[src/rtl/ppc_map.svh]
// Address map, reset value and bit positions of the port PHY control block.
`ifndef PPC_MAP_SVH
`define PPC_MAP_SVH
`define PPC_ADDR_W        8
`define PPC_DATA_W        16
`define PPC_OFS_PORT_CTRL 8'h02
`define PPC_OFS_PHY_BCR   8'h40
`define PPC_OFS_PHY_ANAR  8'h48
`define PPC_RST_CTRL      16'h009f
`define PPC_ZERO16        16'h0000
`define PPC_LED_BLANK     4'hf
`define PPC_P_LED_OFF     15
`define PPC_P_TX_DIS      14
`define PPC_P_RESTART     13
`define PPC_P_MDIX_OFF    10
`define PPC_P_PWR_DOWN    11
`define PPC_P_FORCE_MDIX  9
`define PPC_P_ADV_HI      4
`define PPC_P_ADV_LO      0
`define PPC_B_LED_OFF     0
`define PPC_B_TX_DIS      1
`define PPC_B_RSVD        2
`define PPC_B_MDIX_OFF    3
`define PPC_B_FORCE_MDIX  4
`define PPC_B_FORCE_FULL  8
`define PPC_B_RESTART     9
`define PPC_B_PWR_DOWN    11
`define PPC_B_AN_EN       12
`define PPC_B_FORCE_100   13
`define PPC_B_FAR_LOOP    14
`define PPC_A_10HD        5
`define PPC_A_10FD        6
`define PPC_A_100HD       7
`define PPC_A_100FD       8
`define PPC_A_PAUSE       10
`endif

[src/rtl/ppc_pkg.sv]
// Types shared by the port PHY control block.
`default_nettype none
package ppc_pkg;
  typedef struct packed {
    logic led_off;
    logic tx_dis;
    logic restart_an;
    logic rsvd12;
    logic power_down;
    logic mdix_auto_off;
    logic force_mdix;
    logic far_loop;
    logic an_en;
    logic force_100;
    logic force_full;
    logic adv_pause;
    logic adv_100fd;
    logic adv_100hd;
    logic adv_10fd;
    logic adv_10hd;
  } ppc_ctrl_t;
  typedef struct packed {
    logic pause;
    logic fd100;
    logic hd100;
    logic fd10;
    logic hd10;
  } ppc_adv_t;
  typedef struct packed {
    logic failed;
    logic speed_100;
    logic duplex_full;
  } ppc_an_t;
  typedef enum logic [3:0] {
    PPC_SEL_NONE = 4'b0001,
    PPC_SEL_PORT = 4'b0010,
    PPC_SEL_BCR  = 4'b0100,
    PPC_SEL_ANAR = 4'b1000
  } ppc_sel_t;
endpackage
`default_nettype wire

[src/rtl/ppc_phy_ctrl.sv]
// Port 1 PHY control register with its two PHY-bank alias views.
`include "ppc_map.svh"
`default_nettype none
module ppc_phy_ctrl #(
  parameter int LED_W = 4,
  parameter int SYM_W = 4
) (
  input  wire logic                     mclk,
  input  wire logic                     resetn,
  input  wire logic                     ce,
  input  wire logic [`PPC_ADDR_W-1:0]   addr,
  input  wire logic [`PPC_DATA_W-1:0]   wdata,
  input  wire logic                     wr,
  input  wire logic                     rd,
  output logic      [`PPC_DATA_W-1:0]   rdata,
  input  wire logic [LED_W-1:0]         led_in,
  output logic      [LED_W-1:0]         port1_led_out,
  input  wire ppc_pkg::ppc_an_t         an_result,
  output logic                          tx_disable,
  output logic                          restart_an,
  output logic                          power_down,
  output logic                          auto_mdix_off,
  output logic                          force_mdix,
  output logic                          an_enable,
  output logic                          link_speed_100,
  output logic                          link_duplex_full,
  output ppc_pkg::ppc_adv_t             advertise,
  input  wire logic [SYM_W-1:0]         second_port_receive_pair,
  input  wire logic [SYM_W-1:0]         port2_tx_normal,
  output logic      [SYM_W-1:0]         second_port_transmit_pair
);

  ppc_pkg::ppc_ctrl_t               ctrl_reg;
  ppc_pkg::ppc_ctrl_t               ctrl_next;
  logic               [`PPC_DATA_W-1:0] rdata_reg;
  logic               [`PPC_DATA_W-1:0] rdata_next;
  logic                             restart_reg;
  logic               [LED_W-1:0]   led_reg;
  logic               [SYM_W-1:0]   tx_pair_reg;
  logic                             speed_reg;
  logic                             duplex_reg;
  ppc_pkg::ppc_sel_t                sel;

  // Address decode is shared by the write path and the read path.
  function automatic ppc_pkg::ppc_sel_t decode(input logic [`PPC_ADDR_W-1:0] a);
    begin
      case (a)
        `PPC_OFS_PORT_CTRL: decode = ppc_pkg::PPC_SEL_PORT;
        `PPC_OFS_PHY_BCR:   decode = ppc_pkg::PPC_SEL_BCR;
        `PPC_OFS_PHY_ANAR:  decode = ppc_pkg::PPC_SEL_ANAR;
        default:            decode = ppc_pkg::PPC_SEL_NONE;
      endcase
    end
  endfunction

  // Basic control view of the shared storage; unused bits read as zero.
  function automatic logic [`PPC_DATA_W-1:0] bcr_view(input ppc_pkg::ppc_ctrl_t c);
    logic [`PPC_DATA_W-1:0] v;
    begin
      v = `PPC_ZERO16;
      v[`PPC_B_LED_OFF]    = c.led_off;
      v[`PPC_B_TX_DIS]     = c.tx_dis;
      v[`PPC_B_RSVD]       = c.rsvd12;
      v[`PPC_B_MDIX_OFF]   = c.mdix_auto_off;
      v[`PPC_B_FORCE_MDIX] = c.force_mdix;
      v[`PPC_B_FORCE_FULL] = c.force_full;
      v[`PPC_B_RESTART]    = c.restart_an;
      v[`PPC_B_PWR_DOWN]   = c.power_down;
      v[`PPC_B_AN_EN]      = c.an_en;
      v[`PPC_B_FORCE_100]  = c.force_100;
      v[`PPC_B_FAR_LOOP]   = c.far_loop;
      bcr_view = v;
    end
  endfunction

  // Advertisement view of the shared storage; unused bits read as zero.
  function automatic logic [`PPC_DATA_W-1:0] anar_view(input ppc_pkg::ppc_ctrl_t c);
    logic [`PPC_DATA_W-1:0] v;
    begin
      v = `PPC_ZERO16;
      v[`PPC_A_PAUSE] = c.adv_pause;
      v[`PPC_A_100FD] = c.adv_100fd;
      v[`PPC_A_100HD] = c.adv_100hd;
      v[`PPC_A_10FD]  = c.adv_10fd;
      v[`PPC_A_10HD]  = c.adv_10hd;
      anar_view = v;
    end
  endfunction

  assign sel = decode(addr);

  // One storage, three write views, so every view always reads back the same bits.
  always_comb
  begin
    ctrl_next = ctrl_reg;
    if (wr)
    begin
      case (sel)
        ppc_pkg::PPC_SEL_PORT: ctrl_next = ppc_pkg::ppc_ctrl_t'(wdata);
        ppc_pkg::PPC_SEL_BCR:
        begin
          ctrl_next.led_off       = wdata[`PPC_B_LED_OFF];
          ctrl_next.tx_dis        = wdata[`PPC_B_TX_DIS];
          ctrl_next.rsvd12        = wdata[`PPC_B_RSVD];
          ctrl_next.mdix_auto_off = wdata[`PPC_B_MDIX_OFF];
          ctrl_next.force_mdix    = wdata[`PPC_B_FORCE_MDIX];
          ctrl_next.force_full    = wdata[`PPC_B_FORCE_FULL];
          ctrl_next.restart_an    = wdata[`PPC_B_RESTART];
          ctrl_next.power_down    = wdata[`PPC_B_PWR_DOWN];
          ctrl_next.an_en         = wdata[`PPC_B_AN_EN];
          ctrl_next.force_100     = wdata[`PPC_B_FORCE_100];
          ctrl_next.far_loop      = wdata[`PPC_B_FAR_LOOP];
        end
        ppc_pkg::PPC_SEL_ANAR:
        begin
          ctrl_next.adv_pause = wdata[`PPC_A_PAUSE];
          ctrl_next.adv_100fd = wdata[`PPC_A_100FD];
          ctrl_next.adv_100hd = wdata[`PPC_A_100HD];
          ctrl_next.adv_10fd  = wdata[`PPC_A_10FD];
          ctrl_next.adv_10hd  = wdata[`PPC_A_10HD];
        end
        default: ctrl_next = ctrl_reg;
      endcase
    end
  end

  always_ff @(posedge mclk or negedge resetn)
  begin
    if (!resetn)
      ctrl_reg <= ppc_pkg::ppc_ctrl_t'(`PPC_RST_CTRL);
    else if (ce)
      ctrl_reg <= ctrl_next;
  end

  always_comb
  begin
    rdata_next = `PPC_ZERO16;
    if (rd)
    begin
      case (sel)
        ppc_pkg::PPC_SEL_PORT: rdata_next = ctrl_reg;
        ppc_pkg::PPC_SEL_BCR:  rdata_next = bcr_view(ctrl_reg);
        ppc_pkg::PPC_SEL_ANAR: rdata_next = anar_view(ctrl_reg);
        default:               rdata_next = `PPC_ZERO16;
      endcase
    end
  end

  // Read data stand from the enabled edge that takes the strobe until the next enabled edge, and are zero otherwise.
  always_ff @(posedge mclk or negedge resetn)
  begin
    if (!resetn)
      rdata_reg <= `PPC_ZERO16;
    else if (ce)
      rdata_reg <= rdata_next;
  end

  // The stored restart bit is only a record; the PHY acts on this pulse,
  // so writing one again restarts again even if the bit was already set.
  always_ff @(posedge mclk or negedge resetn)
  begin
    if (!resetn)
      restart_reg <= 1'b0;
    else if (ce)
      restart_reg <= ctrl_next.restart_an && wr && (sel != ppc_pkg::PPC_SEL_NONE) &&
                     (sel != ppc_pkg::PPC_SEL_ANAR);
  end

  always_ff @(posedge mclk or negedge resetn)
  begin
    if (!resetn)
      led_reg <= {LED_W{1'b1}};
    else if (ce)
      led_reg <= ctrl_reg.led_off ? {LED_W{1'b1}} : led_in;
  end

  // Far-end loopback turns at the PMA: second port receive goes straight back out.
  always_ff @(posedge mclk or negedge resetn)
  begin
    if (!resetn)
      tx_pair_reg <= {SYM_W{1'b0}};
    else if (ce)
      tx_pair_reg <= ctrl_reg.far_loop ? second_port_receive_pair : port2_tx_normal;
  end

  always_ff @(posedge mclk or negedge resetn)
  begin
    if (!resetn)
      speed_reg <= 1'b0;
    else if (ce)
      speed_reg <= ctrl_reg.an_en ? an_result.speed_100 : ctrl_reg.force_100;
  end

  // A failed negotiation still has a speed guess from parallel detection,
  // but duplex cannot be detected that way and falls back to the forced value.
  always_ff @(posedge mclk or negedge resetn)
  begin
    if (!resetn)
      duplex_reg <= 1'b0;
    else if (ce)
      duplex_reg <= (!ctrl_reg.an_en || an_result.failed) ?
                    ctrl_reg.force_full : an_result.duplex_full;
  end

  assign rdata                     = rdata_reg;
  assign port1_led_out             = led_reg;
  assign second_port_transmit_pair = tx_pair_reg;
  assign link_speed_100            = speed_reg;
  assign link_duplex_full          = duplex_reg;
  assign restart_an                = restart_reg;
  assign tx_disable                = ctrl_reg.tx_dis;
  assign power_down                = ctrl_reg.power_down;
  assign auto_mdix_off             = ctrl_reg.mdix_auto_off;
  assign force_mdix                = ctrl_reg.mdix_auto_off && ctrl_reg.force_mdix;
  assign an_enable                 = ctrl_reg.an_en;
  assign advertise.pause           = ctrl_reg.adv_pause;
  assign advertise.fd100           = ctrl_reg.adv_100fd;
  assign advertise.hd100           = ctrl_reg.adv_100hd;
  assign advertise.fd10            = ctrl_reg.adv_10fd;
  assign advertise.hd10            = ctrl_reg.adv_10hd;
endmodule // ppc_phy_ctrl
`default_nettype wire

[config.mk]
export PLATFORM = sky130hd
export DESIGN_NAME = ppc_phy_ctrl
export DESIGN_NICKNAME = d
export VERILOG_FILES = /design/src/rtl/ppc_pkg.sv /design/src/rtl/ppc_phy_ctrl.sv
export VERILOG_INCLUDE_DIRS = /design/src /design/src/rtl
export SDC_FILE = /design/constraint.sdc
export NUM_CORES = 1
export LEC_CHECK = 0
export ABC_CLOCK_PERIOD_IN_PS = 1100
export BUFFER_PORTS_ARGS = -buffer_cell sky130_fd_sc_hd__buf_4
export CAP_MARGIN = 20
export CELL_PAD_IN_SITES_DETAIL_PLACEMENT = 0
export CELL_PAD_IN_SITES_GLOBAL_PLACEMENT = 1
export CORE_ASPECT_RATIO = 0.8
export CORE_UTILIZATION = 30
export DETAILED_ROUTE_END_ITERATION = 10
export PLACE_DENSITY = 0.74
export SLEW_MARGIN = 20
export SYNTH_ARGS = -nofsm -noshare
export SYNTH_HDL_FRONTEND = slang
export SYNTH_SLANG_ARGS = --single-unit
[constraint.sdc]
create_clock -name mclk -period 1.1 [get_ports mclk]
set_input_delay 0.22 -clock mclk [delete_from_list [all_inputs] [get_ports mclk]]
set_output_delay 0.22 -clock mclk [all_outputs]
set_load 0.02 [all_outputs]
==> results.sh <==
export IMPL_layout_common_cells="buf_4 (117), dfrtp_1 (33), buf_6 (25), nor2_1 (16), inv_1 (15)"
export IMPL_drt_pre_antenna_iters=4
export IMPL_comb_power_share_pct=21.5
export IMPL_area_delta_synth_final_pct=65.5
export IMPL_power_switching_mw=0.901
export IMPL_numClockSinks=43
export IMPL_synth_compound_area_share_pct=23.9
export IMPL_slew_headroom_pct=62.7
export IMPL_status="finished, violations left"
export IMPL_arrival_ns=1.57
export IMPL_gp_congestion=0.844
export IMPL_placedCellCount=442
export IMPL_totalPowerFinal_mw=3.34
export IMPL_root_buffer="clkbuf_8"
export IMPL_setup_violations=48
export IMPL_peakVddDrop_uv=455
export IMPL_syn_nets=280
export IMPL_maxCapViolCount=0
export IMPL_clk_latency_ns=0.29
export IMPL_htree_levels=2
export IMPL_worstMarginPinSlew_ns=0.560
export IMPL_crit_fanout=14
export IMPL_crit_type="input pin to flip-flop"
export IMPL_grt_use_total_pct=19.4
export IMPL_cts_made_buffers=5
export IMPL_power_frac_clock_pct=29.1
export IMPL_crit_path_top_delay_cell="or4_4"
export IMPL_final_cell_area_sq_um=3910
export IMPL_grt_max_degree=44
export IMPL_startpoint_type="input pin"
export IMPL_fmax_ghz=0.725
export IMPL_slew_violations=0
export IMPL_overflow=0
export IMPL_layout_setup_ws_ns=-0.280
export IMPL_drt_wl_total_microns=7720
export IMPL_vias=2361
export IMPL_drive_above_1_share_pct=55.3
export IMPL_hold_path_end="an_enable$_DFFE_PN1P_"
export IMPL_muxShareOfSynthArea_pct=4.29
export IMPL_rr_endpoint="link_duplex_full$_DFFE_PN0P_"
export IMPL_synth_edf_count=0
export IMPL_die_x_microns=101
export IMPL_stdcell_count=476
export IMPL_sequentialPowerShare_pct=49.5
export IMPL_synth_adder_area_share_pct=0
export IMPL_path_cells="buf_6, or4_4, nor4_4, buf_12, mux2i_1, nand2_1"
export IMPL_finClkSkew_ns=0.00633
export IMPL_cp_top_family="simple AND/OR/NAND/NOR gates"
export IMPL_drc=0
export IMPL_fin_crit_sh_pct=125
export IMPL_top_layer="met4"
export IMPL_grt_pass1_vias=2249
export IMPL_ioPinCount=81
export IMPL_fillers=720
export IMPL_cp_num_buf_inv=2
export IMPL_ant_nets=0
export IMPL_clk_pin_slew_ns=0.08
export IMPL_crit_path_end_kind="flip-flop"
export IMPL_routedWlPerCell_microns=16.2
export IMPL_hpwl_microns=5700
export IMPL_synth_flop_cell="dfrtp_1"
export IMPL_cpPeakStageDelay_ns=0.55
export IMPL_ff2ff_path_depth=4
export IMPL_avgSynthCellArea_sq_um=10.0
export IMPL_wl_met2_microns=3600
export IMPL_synth_cell_types=36
export IMPL_viasPerCell=4.96
export IMPL_largest_reg_flops=16
export IMPL_coreArea_sq_um=7500
export IMPL_antenna_found_initial=0
export IMPL_period_needed_ns=1.38
export IMPL_worst_r2r_setup_slack_ns=-0.08
export IMPL_power_density_nw_per_um2=853
export IMPL_placed_area_sq_um=3430
export IMPL_grt_pass1_wl_microns=12000
export IMPL_p_leak_nw=1.82
export IMPL_io_buffers=80
export IMPL_crit_required_ns=1.29
export IMPL_rsz0062_at_grt="yes"
export IMPL_initial_core_util_pct=31.5
export IMPL_synthSimpleGateAreaFrac_pct=18.1
export IMPL_synth_top_family_by_area="compound AO/OA/AOI/OAI gates"
export IMPL_hold_viol=0
export IMPL_synthCells=236
export IMPL_hold_depth=3
export IMPL_fin_nets=414
export IMPL_die_area_sq_um=8240
export IMPL_ctsLongestPathBuffers=2
export IMPL_ys_ff_latch=43
export IMPL_ys_warn_count=0
export IMPL_hp_start="wdata[12]"
export IMPL_dr_wl_met3_microns=548
export IMPL_seq_area_frac_synth_pct=46.1
export IMPL_diodes=0
export IMPL_final_common_cell="buf_4"
export IMPL_netSwitchingFraction_pct=27.0
export IMPL_drtIter0Drc=113
export IMPL_dieHeight_microns=81.4
export IMPL_wl_met1_microns=3510
export IMPL_fp_row_count=28
export IMPL_violations="negative setup slack"
export IMPL_async_reset_ff_share_pct=100
export IMPL_synth_xor_area_share_pct=0
export IMPL_netlist_area_sq_um=2360
export IMPL_p_int_mw=2.43
export IMPL_worstReg2RegStart="an_enable$_DFFE_PN1P_"
export IMPL_cts_tree="yes"
export IMPL_hp_class="input pin to flip-flop"
## cells in the mapped netlist, types with 2 or more instances
cell type  instances  area share [%]
nand4_1            6             1.6
nor4_2             3             1.6
clkbuf_1          10             1.6
a31oi_1            6             1.6
o21a_1             6             1.9
o2bb2ai_2         10             6.4
and3_1             2            0.53
dfstp_2           10              11
and2_1             4             1.1
nand2_1           13             2.1
mux2i_1            9             3.8
dfrtp_1           33              35
o2bb2ai_1          2            0.74
nand4b_1           5             1.9
a22oi_1           11             3.5
inv_1             15             2.4
nor2_1            18             2.9
buf_2              2            0.42
buf_1              2            0.32
nand3_1           14             3.0
a22o_1             9             3.3
nor2b_1            3            0.79
a21oi_1           21             4.4
a32oi_1            4             1.5
buf_4              7             2.2
## area by class of cell
class	instances	area (sq um)	share of cell area [%]
inverter	15	56.3	1.44
multi-input combinational	155	1250	31.9
clock buffer	7	76.3	1.95
tap	105	131	3.36
clock inverter	1	5.00	0.128
timing repair buffer	150	1310	33.4
sequential	43	1090	27.8
## power groups by stage
stage	combinational [mW]	clock [mW]	sequential (mW)
4_1_cts	0.697	0.986	1.65
5_1_grt	0.775	1.07	1.65
6_report	0.716	0.970	1.65
3_5_place_dp	0.639	0	1.68
3_3_place_gp	0.630	0	1.68
2_1_floorplan	0.231	0	1.70
## worst max-delay path by stage
stage | startpoint | slack (ns) | endpoint | cells after the start
after floorplan | addr[5] | -0.43 | ctrl_reg[5]$_DFFE_PN0P_ | 5
after global placement | addr[5] | -0.61 | ctrl_reg[6]$_DFFE_PN0P_ | 6
after detailed placement | addr[5] | -0.63 | ctrl_reg[6]$_DFFE_PN0P_ | 6
after CTS | addr[5] | -0.30 | ctrl_reg[5]$_DFFE_PN0P_ | 6
after global routing | addr[5] | -0.36 | ctrl_reg[5]$_DFFE_PN0P_ | 6
final | addr[5] | -0.28 | ctrl_reg[5]$_DFFE_PN0P_ | 6
## worst min-delay path: stages
cell and delay, ns:
buf_4 0.08, a31oi_1 0.06, nand2_1 0.06
## through the flow
stage | utilization (%) | TNS (ns) | setup WS [ns] | hold slack [ns]
floorplan | - | -8.91 | -0.428 | -0.0756
global placement | 45.8 | -15.27 | -0.615 | 0.248
detailed placement | 45.8 | -15.70 | -0.630 | 0.246
CTS | 50.0 | -6.21 | -0.297 | 0.156
global route | 52.2 | -8.08 | -0.358 | 0.157
finish | 52.2 | -5.84 | -0.280 | 0.155
## metal layers
| metal | track usage [%] | vias to the layer above |
|---|---|---|
| met5 | 0 | - |
| met4 | 3.48 | 0 |
| met3 | 4.91 | 6 |
| met2 | 30.7 | 83 |
| met1 | 26.8 | 1146 |
| li1 | - | 1126 |
## cells by family (layout without fill, tap and decap cells)
family	after synthesis	count (layout)
AOI/OAI and AO/OA	71	71
buffers and inverters	38	173
DFF	43	43
muxes	10	10
and+or+nand+nor	74	74
## what timing repair did
item | in CTS | in global routing
gates cloned | 0 | 1
hold buffers | 1 | 0
resized for setup | 35 | 15
pin swaps | 11 | 4
setup buffers | 13 | 13
endpoints found under the hold margin | 33 | 0
endpoints found under the setup margin | 46 | 61
(Power assumes the default switching activity.)
